$ cat src/wdm_pkg.sv
// Shared constants for the watchdog and bus timeout monitor.
`default_nettype none
package wdm_pkg;

  // Register bus address width in bits.
  localparam int ADDR_W = 12;
  // Register indices; the byte address is four times the index.
  localparam logic [9:0] IDX_RESET_STATUS = 10'h000;
  localparam logic [9:0] IDX_PROT_CTRL    = 10'h003;
  localparam logic [9:0] IDX_WDT_VECTOR   = 10'h004;
  localparam logic [9:0] IDX_WDT_SERVICE  = 10'h043;

  // Field positions inside the protection control register.
  localparam int PC_WDT_EN    = 7;
  localparam int PC_RST_SEL   = 6;
  localparam int PC_PRESCALE  = 5;
  localparam int PC_WDT_TIME  = 3;
  localparam int PC_BM_EN     = 2;
  localparam int PC_BM_TIME   = 0;
  // Watchdog reset flag position inside the reset status register.
  localparam int RS_WDT_FLAG  = 5;

  // Reset values.
  localparam logic [7:0] PROT_CTRL_RESET = 8'h00;
  localparam logic [7:0] VECTOR_RESET    = 8'h0F;

  // Service sequence values.
  localparam logic [7:0] SERVICE_ARM  = 8'h55;
  localparam logic [7:0] SERVICE_DONE = 8'hAA;

  // Interrupt level raised by a watchdog expiry.
  localparam logic [2:0] WDT_IRQ_LEVEL = 3'h7;

  // Timing: watchdog period is 2^(base + step*code) ticks.
  localparam int WDT_BASE_LOG2   = 9;
  localparam int WDT_STEP_LOG2   = 2;
  localparam int PRESCALE_DIV    = 512;
  // Bus monitor period is BM_MAX_CLOCKS shifted right by the code.
  localparam int BM_MAX_CLOCKS   = 1024;
  localparam int BM_CNT_W        = 11;
  // Length of the reset-out pulse in clocks.
  localparam int RESET_OUT_CLKS  = 8;

  // AXI responses.
  localparam logic [1:0] RESP_OKAY   = 2'h0;
  localparam logic [1:0] RESP_DECERR = 2'h3;

  // Watchdog sequencing states.
  typedef enum logic [0:0] {WD_RUN, WD_RESET} wdm_state_e;

endpackage
`default_nettype wire

$ cat src/wdm_bus_monitor.sv
// Bus cycle timeout monitor that flags cycles running too long.
`timescale 1ns/1ns
`default_nettype none
module wdm_bus_monitor
  import wdm_pkg::*;
(
  input  wire logic       aclk,
  input  wire logic       rst_n,
  input  wire logic       enable_ext,
  input  wire logic [1:0] timing,
  input  wire logic       cycle_active,
  input  wire logic       cycle_internal,
  input  wire logic       cycle_ack,
  output logic            transfer_error
);

  logic [BM_CNT_W-1:0] count_reg;   // Clocks spent in the current cycle.
  logic                fired_reg;   // Error already given for this cycle.
  logic [BM_CNT_W-1:0] last;        // Final clock of the allowed period.
  logic                watched;     // Current cycle is being timed.

  // Internal cycles are always timed; external ones only when enabled.
  assign watched = cycle_active && !cycle_ack &&
                   (cycle_internal || enable_ext);

  // The longest period is halved for each step of the code.
  assign last = BM_CNT_W'((BM_MAX_CLOCKS >> timing) - 1);

  // Count clocks of a watched cycle; restart whenever the cycle ends.
  always_ff @(posedge aclk)
  begin
    if (!rst_n || !watched)
    begin
      count_reg <= '0;
    end
    else if (count_reg != last)
    begin
      count_reg <= count_reg + 1'b1;
    end
  end

  // One error pulse per overlong cycle; it ends the cycle for the master.
  always_ff @(posedge aclk)
  begin
    if (!rst_n || !cycle_active)
    begin
      fired_reg      <= 1'b0;
      transfer_error <= 1'b0;
    end
    else
    begin
      // The pulse is registered so the master sees a clean level.
      transfer_error <= watched && !fired_reg && count_reg == last;
      if (watched && count_reg == last)
      begin
        fired_reg <= 1'b1;
      end
    end
  end

endmodule // wdm_bus_monitor
`default_nettype wire

$ cat src/wdm_top.sv
// Watchdog, protection control registers and bus monitor top level.
`timescale 1ns/1ns
`default_nettype none
module wdm_top
  import wdm_pkg::*;
#(
  parameter int WDT_BASE = WDT_BASE_LOG2,  // Log2 of shortest timeout.
  parameter int PRE_DIV  = PRESCALE_DIV,   // Prescaler divide ratio.
  parameter int PULSE_LEN = RESET_OUT_CLKS // Reset-out pulse length.
)
(
  input  wire logic              aclk,
  input  wire logic              aresetn,
  input  wire logic [ADDR_W-1:0] s_axi_awaddr,
  input  wire logic [2:0]        s_axi_awprot,
  input  wire logic              s_axi_awvalid,
  output logic                   s_axi_awready,
  input  wire logic [31:0]       s_axi_wdata,
  input  wire logic [3:0]        s_axi_wstrb,
  input  wire logic              s_axi_wvalid,
  output logic                   s_axi_wready,
  output logic [1:0]             s_axi_bresp,
  output logic                   s_axi_bvalid,
  input  wire logic              s_axi_bready,
  input  wire logic [ADDR_W-1:0] s_axi_araddr,
  input  wire logic [2:0]        s_axi_arprot,
  input  wire logic              s_axi_arvalid,
  output logic                   s_axi_arready,
  output logic [31:0]            s_axi_rdata,
  output logic [1:0]             s_axi_rresp,
  output logic                   s_axi_rvalid,
  input  wire logic              s_axi_rready,
  input  wire logic              iack_valid,
  input  wire logic [2:0]        iack_level,
  output logic                   iack_hit,
  output logic [7:0]             iack_vector,
  output logic                   wdt_irq7,
  output logic                   reset_out,
  input  wire logic              bus_cycle_active,
  input  wire logic              bus_cycle_internal,
  input  wire logic              bus_cycle_ack,
  output logic                   bus_transfer_error
);

  // Counter width covers the longest unprescaled period.
  localparam int CNT_W = WDT_BASE + 3 * WDT_STEP_LOG2;
  localparam int PRE_W = $clog2(PRE_DIV);
  localparam int RST_W = $clog2(PULSE_LEN + 1);

  // Refuse settings the counters cannot serve.
  if (WDT_BASE < 1 || WDT_BASE > 24 || PRE_DIV < 2 || PULSE_LEN < 1)
  begin : g_bad_params
    $error("wdm_top: unsupported parameter values");
  end

  logic [ADDR_W-1:0] aw_addr_reg;   // Latched write address.
  logic              aw_held_reg;   // Write address waiting for data.
  logic [7:0]        w_data_reg;    // Latched low write byte.
  logic              w_lane_reg;    // Low byte lane was enabled.
  logic              w_held_reg;    // Write data waiting for address.
  logic              wr_fire;       // Both halves present: do the write.
  logic [9:0]        wr_idx;        // Index of the register written.
  logic              wr_byte;       // Write touches the low byte.
  logic [7:0]        prot_ctrl_reg; // Protection control contents.
  logic              locked_reg;    // Control register already written.
  logic [7:0]        vector_reg;    // Vector returned on acknowledge.
  logic              armed_reg;     // First half of service seen.
  logic              wdt_flag_reg;  // Last reset came from the watchdog.
  logic [PRE_W-1:0]  pre_reg;       // Prescaler count.
  logic [CNT_W-1:0]  wdt_cnt_reg;   // Watchdog tick count.
  logic [CNT_W-1:0]  wdt_last;      // Final tick of the period.
  logic              tick;          // Watchdog counter advances.
  logic              expire;        // Watchdog period ran out.
  logic              serviced;      // Valid sequence completed.
  logic              irq_reg;       // Pending level-7 request.
  logic              irq_take;      // Acknowledge consumes the request.
  wdm_state_e        state_reg;     // Run or reset pulse.
  logic [RST_W-1:0]  rst_cnt_reg;   // Clocks left of reset-out.
  logic              soft_done;     // Internal reset finishes now.
  logic              sys_rst_n;     // System or internal reset, low.
  logic              wdt_en;        // Decoded control fields.
  logic              rst_sel;
  logic              prescale;
  logic [1:0]        wdt_time;

  assign wdt_en   = prot_ctrl_reg[PC_WDT_EN];
  assign rst_sel  = prot_ctrl_reg[PC_RST_SEL];
  assign prescale = prot_ctrl_reg[PC_PRESCALE];
  assign wdt_time = prot_ctrl_reg[PC_WDT_TIME +: 2];

  // An internal reset re-initialises everything but the reset flag and the register bus channels.
  assign soft_done = state_reg == WD_RESET && rst_cnt_reg == '0;
  assign sys_rst_n = aresetn && !soft_done;

  // Write channel: address and data are taken independently.
  assign s_axi_awready = !aw_held_reg && !s_axi_bvalid;
  assign s_axi_wready  = !w_held_reg && !s_axi_bvalid;
  assign wr_fire       = aw_held_reg && w_held_reg && !s_axi_bvalid;
  assign wr_idx        = aw_addr_reg[ADDR_W-1:2];
  assign wr_byte       = wr_fire && w_lane_reg;

  // Hold each write half until the pair is complete.
  always_ff @(posedge aclk)
  begin
    if (!aresetn)
    begin
      aw_held_reg <= 1'b0;
      w_held_reg  <= 1'b0;
      aw_addr_reg <= '0;
      w_data_reg  <= '0;
      w_lane_reg  <= 1'b0;
    end
    else
    begin
      if (s_axi_awvalid && s_axi_awready)
      begin
        aw_held_reg <= 1'b1;
        aw_addr_reg <= s_axi_awaddr;
      end
      else if (wr_fire)
      begin
        aw_held_reg <= 1'b0;
      end
      if (s_axi_wvalid && s_axi_wready)
      begin
        w_held_reg <= 1'b1;
        w_data_reg <= s_axi_wdata[7:0];
        w_lane_reg <= s_axi_wstrb[0];
      end
      else if (wr_fire)
      begin
        w_held_reg <= 1'b0;
      end
    end
  end

  // Write response; unmapped addresses answer with a decode error.
  always_ff @(posedge aclk)
  begin
    if (!aresetn)
    begin
      s_axi_bvalid <= 1'b0;
      s_axi_bresp  <= RESP_OKAY;
    end
    else if (wr_fire)
    begin
      s_axi_bvalid <= 1'b1;
      case (wr_idx)
        IDX_RESET_STATUS, IDX_PROT_CTRL,
        IDX_WDT_VECTOR, IDX_WDT_SERVICE: s_axi_bresp <= RESP_OKAY;
        default:                         s_axi_bresp <= RESP_DECERR;
      endcase
    end
    else if (s_axi_bready)
    begin
      s_axi_bvalid <= 1'b0;
    end
  end

  // Control register takes only the first low-byte write after any reset.
  always_ff @(posedge aclk)
  begin
    if (!sys_rst_n)
    begin
      prot_ctrl_reg <= PROT_CTRL_RESET;
      locked_reg    <= 1'b0;
    end
    else if (wr_byte && wr_idx == IDX_PROT_CTRL && !locked_reg)
    begin
      prot_ctrl_reg <= w_data_reg;
      locked_reg    <= 1'b1;
    end
  end

  // Vector register; never read back over the bus.
  always_ff @(posedge aclk)
  begin
    if (!sys_rst_n)
    begin
      vector_reg <= VECTOR_RESET;
    end
    else if (wr_byte && wr_idx == IDX_WDT_VECTOR)
    begin
      vector_reg <= w_data_reg;
    end
  end

  // Service sequence: only the arm value followed by the done value
  // counts, and unrelated writes in between leave the arm in place.
  assign serviced = wr_byte && wr_idx == IDX_WDT_SERVICE &&
                    armed_reg && w_data_reg == SERVICE_DONE;
  always_ff @(posedge aclk)
  begin
    if (!sys_rst_n)
    begin
      armed_reg <= 1'b0;
    end
    else if (wr_byte && wr_idx == IDX_WDT_SERVICE)
    begin
      if (w_data_reg == SERVICE_ARM)
      begin
        armed_reg <= 1'b1;
      end
      else if (serviced)
      begin
        armed_reg <= 1'b0;
      end
    end
  end

  // Prescaler gives one tick every PRE_DIV clocks when selected.
  assign tick = !prescale || pre_reg == PRE_W'(PRE_DIV - 1);
  always_ff @(posedge aclk)
  begin
    if (!sys_rst_n || !wdt_en || !prescale || tick)
    begin
      pre_reg <= '0;
    end
    else
    begin
      pre_reg <= pre_reg + 1'b1;
    end
  end

  // Period in ticks is 2^(base + 2*code); prescaling makes each tick PRE_DIV clocks.
  assign wdt_last = CNT_W'((64'd1 << (WDT_BASE + WDT_STEP_LOG2 *
                    int'(wdt_time))) - 64'd1);
  assign expire   = wdt_en && state_reg == WD_RUN && tick &&
                    wdt_cnt_reg == wdt_last;

  // Watchdog counter; disabled means held at zero.
  always_ff @(posedge aclk)
  begin
    if (!sys_rst_n || !wdt_en || serviced || expire)
    begin
      wdt_cnt_reg <= '0;
    end
    else if (tick && state_reg == WD_RUN)
    begin
      wdt_cnt_reg <= wdt_cnt_reg + 1'b1;
    end
  end

  // Expiry either starts a reset pulse or raises the interrupt.
  always_ff @(posedge aclk)
  begin
    if (!sys_rst_n)
    begin
      state_reg   <= WD_RUN;
      rst_cnt_reg <= '0;
    end
    else
    begin
      case (state_reg)
        WD_RUN:
        begin
          if (expire && rst_sel)
          begin
            state_reg   <= WD_RESET;
            rst_cnt_reg <= RST_W'(PULSE_LEN - 1);
          end
        end
        WD_RESET:
        begin
          rst_cnt_reg <= rst_cnt_reg - 1'b1;
        end
        default:
        begin
          state_reg <= WD_RUN;
        end
      endcase
    end
  end

  // Reset-out is driven for the whole internal reset pulse.
  assign reset_out = state_reg == WD_RESET;

  // Interrupt request; a new expiry wins over an acknowledge clear.
  assign irq_take = iack_valid && iack_level == WDT_IRQ_LEVEL && irq_reg;
  always_ff @(posedge aclk)
  begin
    if (!sys_rst_n)
    begin
      irq_reg <= 1'b0;
    end
    else if (expire && !rst_sel)
    begin
      irq_reg <= 1'b1;
    end
    else if (irq_take)
    begin
      irq_reg <= 1'b0;
    end
  end
  assign wdt_irq7 = irq_reg;

  // Acknowledge answer: vector and hit strobe from flip-flops.
  always_ff @(posedge aclk)
  begin
    if (!sys_rst_n)
    begin
      iack_hit    <= 1'b0;
      iack_vector <= '0;
    end
    else
    begin
      iack_hit <= irq_take;
      if (irq_take)
      begin
        iack_vector <= vector_reg;
      end
    end
  end

  // Watchdog reset flag survives the internal reset it reports; the
  // setting event wins over a write-one clear in the same cycle.
  always_ff @(posedge aclk)
  begin
    if (!aresetn)
    begin
      wdt_flag_reg <= 1'b0;
    end
    else if (soft_done)
    begin
      wdt_flag_reg <= 1'b1;
    end
    else if (wr_byte && wr_idx == IDX_RESET_STATUS &&
             w_data_reg[RS_WDT_FLAG])
    begin
      wdt_flag_reg <= 1'b0;
    end
  end

  // Read channel; write-only registers read as zero.
  assign s_axi_arready = !s_axi_rvalid;
  always_ff @(posedge aclk)
  begin
    if (!aresetn)
    begin
      s_axi_rvalid <= 1'b0;
      s_axi_rdata  <= '0;
      s_axi_rresp  <= RESP_OKAY;
    end
    else if (s_axi_arvalid && s_axi_arready)
    begin
      s_axi_rvalid <= 1'b1;
      s_axi_rdata  <= '0;
      s_axi_rresp  <= RESP_OKAY;
      case (s_axi_araddr[ADDR_W-1:2])
        IDX_PROT_CTRL:    s_axi_rdata[7:0] <= prot_ctrl_reg;
        IDX_RESET_STATUS: s_axi_rdata[RS_WDT_FLAG] <= wdt_flag_reg;
        IDX_WDT_VECTOR, IDX_WDT_SERVICE: s_axi_rresp <= RESP_OKAY;
        default:          s_axi_rresp <= RESP_DECERR;
      endcase
    end
    else if (s_axi_rready)
    begin
      s_axi_rvalid <= 1'b0;
    end
  end

  // Bus timeout monitor for external and on-chip cycles.
  wdm_bus_monitor u_bus_monitor (
    .aclk           (aclk),
    .rst_n          (sys_rst_n),
    .enable_ext     (prot_ctrl_reg[PC_BM_EN]),
    .timing         (prot_ctrl_reg[PC_BM_TIME +: 2]),
    .cycle_active   (bus_cycle_active),
    .cycle_internal (bus_cycle_internal),
    .cycle_ack      (bus_cycle_ack),
    .transfer_error (bus_transfer_error)
  );

endmodule // wdm_top
`default_nettype wire
$ cat config.mk
export PLATFORM = sky130hd
export DESIGN_NAME = wdm_top
export DESIGN_NICKNAME = d
export VERILOG_FILES = /design/src/wdm_pkg.sv /design/src/wdm_bus_monitor.sv /design/src/wdm_top.sv
export SDC_FILE = /design/constraint.sdc
export NUM_CORES = 1
export LEC_CHECK = 0
export BUFFER_PORTS_ARGS = -buffer_cell sky130_fd_sc_hd__buf_2
export CAP_MARGIN = 0
export CORE_UTILIZATION = 56
export CTS_CLUSTER_DIAMETER = 150
export DETAILED_ROUTE_END_ITERATION = 8
export GPL_TIMING_DRIVEN = 0
export PLACE_DENSITY = 0.92
export SLEW_MARGIN = 20
export SYNTH_ARGS = -nofsm -noshare
export SYNTH_HDL_FRONTEND = slang
export SYNTH_HIERARCHICAL = 1
export SYNTH_SLANG_ARGS = --single-unit
$ cat constraint.sdc
create_clock -name aclk -period 3.3 [get_ports aclk]
set_input_delay 0.165 -clock aclk [delete_from_list [all_inputs] [get_ports aclk]]
set_output_delay 0.165 -clock aclk [all_outputs]
set_load 0.02 [all_outputs]
==> flow_summary_export.csv, run 1 <==
group,metric,value,unit
run_status,status,"finished clean",
routing,routedWlPerCell,13.0,um
clock_network,tritoncts,"built",
routing,vias,4118,
routing,finalWirelength,9960,um
logic_synthesis,ys_ff_latch,104,
routing,drc,0,
logic_synthesis,syn_avg_cell_area,8.52,um^2
critical_path,critPathMaxFanout,10,
critical_path,crit_path_end_kind,"flip-flop",
power_and_ir_drop,p_sw_share,23.3,%
floorplanning,rows,33,
floorplanning,dieArea,8820,um^2
clock_network,post-cts-setup-buffers,0,
min_path,hold_path.class,"primary input to flip-flop",
logic_synthesis,synth_edf_count,0,
clock_network,clkSlewWorstSetupHoldPaths,0.09,ns
critical_path,cp.required,3.56,ns
power_and_ir_drop,clockPowerShare,36.7,%
place,post-place-ws,0.703,ns
routing,vias_per_cell,5.36,
clock_network,ctsResizeCount,0,
logic_synthesis,netlist.area_leader.share,44.0,%
logic_synthesis,yosysMostFrequentCell,"dfxtp_1",
power_and_ir_drop,power,2.35,mW
logic_synthesis,synth_seq_area_share,44.0,%
grt,first_global_vias,3902,
logic_synthesis,yosysWarnings,6,
critical_path,crit_type,"flip-flop to flip-flop",
sta,timing.slew.headroom,47.8,%
flow_run,maxCapViolCount,0,
floorplanning,die_w,93.9,um
logic_synthesis,synth_top_cells_by_count,"dfxtp_1 (104), nand2_1 (82), nor2_1 (60)",
layout,largest_reg_flops,15,
routing,drtIter0Drc,166,
sta,finalClockSkew,0.00820,ns
logic_synthesis,postSynth.asyncResetShare,0,%
grt,antenna_found_initial,0,
logic_synthesis,syn_area,4730,um^2
sta,drv_slew,0,
floorplanning,ios,133,
sta,tightest_slew,0.776,ns
clock_network,clk_path_buf_depth,2,
place,port_buffers,70,
layout,layout.nets,746,
place,gp_congestion,0.821,
critical_path,worstPathArrival,2.88,ns
power_and_ir_drop,p_leak,2.25,nW
place,hpwl,7470,um
place,dpl-instance-area,5300,um^2
clock_network,cts_buffers,9,
layout,design_area,5520,um^2
grt,grtUsageTotal,23.5,%
routing,drtAntennaViolNets,0,
power_and_ir_drop,p_sw,0.549,mW
clock_network,clk_latency,0.36,ns
floorplanning,core-area,8180,um^2
layout,area_growth,16.7,%
sta,fmax,381,MHz
logic_synthesis,synth_top_area_cell,"dfxtp_1",
routing,drtPass1Iterations,5,
logic_synthesis,synth_area_leaders,"dfxtp_1 (44%), nand2_1 (6.5%), nor2_1 (4.8%), buf_4 (4.1%), a21boi_0 (3.8%)",
grt,grt_pass1_wl,16400,um
floorplanning,chipHeight,93.9,um
logic_synthesis,synth_cell_types,56,
clock_network,postCtsHoldBufs,0,
sta,period_share,79.6,%
clock_network,cts.sinks,104,
sta,setup_tns,0,ns
layout,diodes,0,
grt,overflow,0,
sta,setup_viol_count_final,0,
logic_synthesis,syn_inst,555,
grt,grt_max_degree,17,
sta,fin_ws,0.674,ns
sta,min_period,2.63,ns
sta,finalHoldViolations,0,
power_and_ir_drop,pwr-share-seq,55.1,%
floorplanning,initial_core_util,57.9,%
sta,rsz0062_at_grt,"no",
logic_synthesis,ys.flop_type,"dfxtp_1",
power_and_ir_drop,p_int,1.80,mW
clock_network,cts_max_level,3,
power_and_ir_drop,p_per_area,426,nW/um^2
clock_network,cts_root_buffer,"clkbuf_8",
critical_path,start_kind,"flip-flop",
layout,drive_above_1_share,20.0,%
power_and_ir_drop,vdd_ir_drop_max,0.226,mV
power_and_ir_drop,pwr-share-comb,8.1,%
## cells in the final DEF, fill, tap and decap left out, types with 4 or more instances in the layout
cell      count
or3_1        11
o21ai_2       4
clkbuf_1     16
a31oi_1       6
o21ai_0      18
nor2b_1      11
ha_1          7
nand4_1       4
a21boi_0     24
xnor2_1      14
buf_2        74
nand2_1      82
mux2i_1       9
or4_1         5
buf_4        26
nor3_1       19
nor2_1       60
xor2_1       11
conb_1       24
and3_1        4
a22oi_1       7
inv_1        10
nand3_1      29
dfxtp_1     104
clkbuf_8     10
a21oi_1      18
## cell type report
| type | count | area [um^2] |
|---|---|---|
| plain buffers | 48 | 305 |
| flip-flops and latches | 104 | 2080 |
| clock inverters | 5 | 80.1 |
| fillers | 659 | 2660 |
| clock buffers | 11 | 141 |
| well taps | 105 | 131 |
| repair buffers | 70 | 350 |
| multi-input cells | 415 | 2390 |
| inverters | 11 | 41.3 |
## kinds of logic (layout without fill, tap and decap cells)
group                      count (synthesis)  after routing  share of synthesized area, %
other                                      1             24                        0.0793
AOI/OAI and AO/OA                         95             95                          13.7
and+or+nand+nor                          255            255                          26.5
xor gates and xnor gates                  25             25                          4.63
muxes                                      9              9                          1.90
DFF                                      104            104                          44.0
buffers and inverters                     59            145                          7.33
adders and majority gates                  7              7                          1.85
## layer usage
metal	part of all wire (%)	wire, um	vias to the layer above	GRT usage (%)
met3	5.2	522	19	4.53
met5	0	0	-	0
li1	-	-	2064	-
met4	1.7	169	0	8.72
met1	42	4210	1897	26.9
met2	51	5060	138	42.8
## path summary, 6_finish.rpt
check / startpoint / endpoint / slack [ns] / cells past startpoint
worst max-delay path: pre_reg[0]$_SDFF_PP0_ / wdt_cnt_reg[4]$_SDFFE_PP0P_ / 0.67 / 10
worst min register to register: u_bus_monitor/fired_reg$_SDFFE_PP0P_ / u_bus_monitor/transfer_error$_SDFF_PP0_ / 0.45 / 1
worst min-delay path: s_axi_arvalid / s_axi_rvalid$_SDFFE_PN0P_ / 0.04 / 2
worst max register to register: pre_reg[0]$_SDFF_PP0_ / wdt_cnt_reg[4]$_SDFFE_PP0P_ / 0.67 / 10
## power groups by stage
| stage | logic, mW | registers, mW | clock network [mW] |
|---|---|---|---|
| floorplan | 0.132 | 1.32 | 0 |
| global placement | 0.185 | 1.32 | 0 |
| detailed placement | 0.190 | 1.32 | 0 |
| CTS | 0.191 | 1.30 | 0.878 |
| global route | 0.211 | 1.30 | 0.927 |
| finish | 0.191 | 1.30 | 0.863 |
## worst max-delay path, cell delays in order (launching register included)
cell	delay, ns
dfxtp_1	0.36
ha_1	0.24
nand3_1	0.09
nor2_1	0.10
ha_1	0.15
nor2b_1	0.10
nor3_1	0.50
nand3_1	0.19
o21ai_1	0.41
buf_2	0.30
nor2_1	0.07
## metrics by stage
stage	instances	util [%]	hold slack, ns
floorplan	578	-	0.303
detailed placement	753	64.8	0.415
global route	769	67.5	0.0372
CTS	769	67.5	0.0305
global placement	753	64.8	0.406
finish	769	67.5	0.0394
Note: power is estimated with default switching activity, not from simulation.
==> inputs of run 2 (changes only) <==
--- a/config.mk
+++ b/config.mk
@@ -7,11 +7,11 @@
 export LEC_CHECK = 0
 export BUFFER_PORTS_ARGS = -buffer_cell sky130_fd_sc_hd__buf_2
 export CAP_MARGIN = 0
-export CORE_UTILIZATION = 56
+export CORE_UTILIZATION = 47
 export CTS_CLUSTER_DIAMETER = 150
 export DETAILED_ROUTE_END_ITERATION = 8
 export GPL_TIMING_DRIVEN = 0
-export PLACE_DENSITY = 0.92
+export PLACE_DENSITY = 0.83
 export SLEW_MARGIN = 20
 export SYNTH_ARGS = -nofsm -noshare
 export SYNTH_HDL_FRONTEND = slang
==> constraint.sdc (replaced) <==
create_clock -name aclk -period 2.38 [get_ports aclk]
set_input_delay 0.119 -clock aclk [delete_from_list [all_inputs] [get_ports aclk]]
set_output_delay 0.119 -clock aclk [all_outputs]
set_load 0.02 [all_outputs]
==> flow_summary_export.csv, run 2 (synthesis gave the netlist of run 1 again) <==
group,metric,value,unit
routing,drtIter0Drc,168,
grt,grtUsageTotal,20.2,%
sta,min_period,2.22,ns
power_and_ir_drop,p_sw,0.738,mW
grt,overflow,0,
layout,final_util,57.2,%
sta,drv_slew,0,
routing,finalWirelength,10200,um
run_status,status,"finished clean",
clock_network,cts_max_level,3,
place,dp.cells,781,
power_and_ir_drop,pwr-share-seq,58.0,%
flow_run,maxCapViolCount,0,
routing,drc,0,
clock_network,tritoncts,"built",
critical_path,start_kind,"flip-flop",
critical_path,critPathMaxFanout,10,
clock_network,post-cts-setup-buffers,0,
routing,vias_per_cell,5.16,
clock_network,clk_path_buf_depth,2,
grt,antenna_found_initial,0,
clock_network,cts_buffers,9,
floorplanning,rows,36,
layout,fill_cells,875,
power_and_ir_drop,clockPowerShare,33.3,%
critical_path,cp.required,2.63,ns
sta,fin_ws,0.157,ns
power_and_ir_drop,power,3.10,mW
sta,rsz0062_at_grt,"no",
routing,routedWlPerCell,12.7,um
sta,tightest_slew,0.828,ns
critical_path,cp_slowest_cell,"dfxtp_1",
layout,drive_above_1_share,20.4,%
power_and_ir_drop,vdd_ir_drop_max,0.291,mV
critical_path,regToRegStartpoint,"prot_ctrl_reg[3]$_SDFFE_PP0P_",
floorplanning,core-area,9770,um^2
routing,vias,4126,
critical_path,worstPathArrival,2.48,ns
layout,area_growth,18.2,%
routing,drtAntennaViolNets,0,
place,post-place-ws,-0.222,ns
layout,layout_commonest_cell,"dfxtp_1",
floorplanning,ios,133,
critical_path,cp-startpoint,"prot_ctrl_reg[3]$_SDFFE_PP0P_",
min_path,hold_path.class,"primary input to flip-flop",
layout,final_cells,800,
place,gp_congestion,0.824,
min_path,min_from,"s_axi_awaddr[5]",
sta,finalHoldViolations,0,
clock_network,clkSlewWorstSetupHoldPaths,0.09,ns
critical_path,crit_chain,"or2_2 -> ha_1 -> xnor2_1 -> nor3_2 -> nand3_1 -> o21ai_4 -> clkbuf_4 -> nor2_1",
grt,first_global_vias,3856,
layout,largest_reg_flops,15,
clock_network,clk_latency,0.36,ns
layout,diodes,0,
power_and_ir_drop,p_per_area,555,nW/um^2
critical_path,crit_type,"flip-flop to flip-flop",
routing,drtPass1Iterations,5,
place,hpwl,7600,um
sta,fmax,450,MHz
power_and_ir_drop,p_int,2.37,mW
grt,grt_pass1_wl,16700,um
floorplanning,dieArea,10500,um^2
layout,final_cell_mix,"dfxtp_1 (104), nand2_1 (82), buf_2 (72)",
power_and_ir_drop,p_sw_share,23.8,%
floorplanning,initial_core_util,48.4,%
critical_path,max_stage_delay,0.38,ns
sta,setup_tns,0,ns
critical_path,crit_path_end_kind,"flip-flop",
sta,setup_viol_count_final,0,
sta,timing.slew.headroom,44.4,%
power_and_ir_drop,p_leak,2.26,nW
grt,grt_max_degree,16,
clock_network,cts_root_buffer,"clkbuf_8",
floorplanning,chipHeight,102,um
floorplanning,die_w,102,um
clock_network,cts.sinks,104,
layout,layout.nets,749,
sta,period_share,93.4,%
place,port_buffers,70,
power_and_ir_drop,pwr-share-comb,8.8,%
sta,finalClockSkew,0.00669,ns
run 2: changes by cell type in the layout (fill, tap and decap cells not counted), sizes merged:
cell,delta
bufinv,-1
clkinv,+2
clkinvlp,-2
dlygate4sd3,+4
buf,-2
clkbuf,+2
run 2: critical path: cells and delay by family, from the launching register on:
family	cells	cell delay, ns
buffers and inverters	1	0.25
and+or+nand+nor	4	0.81
AOI/OAI and AO/OA	1	0.24
DFF	1	0.38
xor gates and xnor gates	1	0.14
adders and majority gates	1	0.31
run 2: power groups by stage:
| stage | Sequential [mW] | Clock [mW] | Combinational, mW |
|---|---|---|---|
| after global placement | 1.84 | 0 | 0.256 |
| after detailed placement | 1.84 | 0 | 0.264 |
| after floorplan | 1.83 | 0 | 0.183 |
| after global routing | 1.80 | 1.13 | 0.305 |
| final | 1.80 | 1.03 | 0.272 |
| after CTS | 1.80 | 1.06 | 0.270 |
run 2: metrics by stage:
step / hold WS [ns] / cell area [um^2]
detailed placement: 0.369 / 5330
global placement: 0.358 / 5330
CTS: 0.00446 / 5560
finish: 0.0132 / 5590
floorplan: 0.257 / 4820
global route: 0.0108 / 5590
run 2: layout make-up:
type / instances / area (um^2) / share of cell area [%]
Buffer: 47 / 303 / 5.41
Clock buffer: 12 / 135 / 2.42
Clock inverter: 4 / 45.0 / 0.805
Inverter: 11 / 41.3 / 0.738
Multi-Input combinational cell: 415 / 2430 / 43.5
Sequential cell: 104 / 2080 / 37.2
Tap cell: 133 / 166 / 2.97
Timing Repair Buffer: 74 / 390 / 6.98
run 2: final timing paths:
kind              slack, ns  depth (start not counted)                                       to
hold reg to reg        0.46                          1  u_bus_monitor/transfer_error$_SDFF_PP0_
setup reg to reg       0.16                          8              wdt_cnt_reg[3]$_SDFFE_PP0P_
setup / recovery       0.16                          8              wdt_cnt_reg[3]$_SDFFE_PP0P_
hold / removal         0.01                          3              aw_addr_reg[5]$_SDFFE_PN0P_
run 2: metal layers:
layer  track usage [%]  vias to the layer above  routed length [um]
li1                  -                     2076                   -
met1              24.0                     1889                4450
met2              35.6                      142                5020
met3              3.42                       19                 551
met4              9.45                        0                 182
met5                 0                        -                   0
run 2: timing repair:
item,in CTS,in global routing
endpoints found under the hold margin,4,0
resized for setup,2,7
pin swaps,0,1
setup endpoints to repair,10,14
hold buffers,4,0
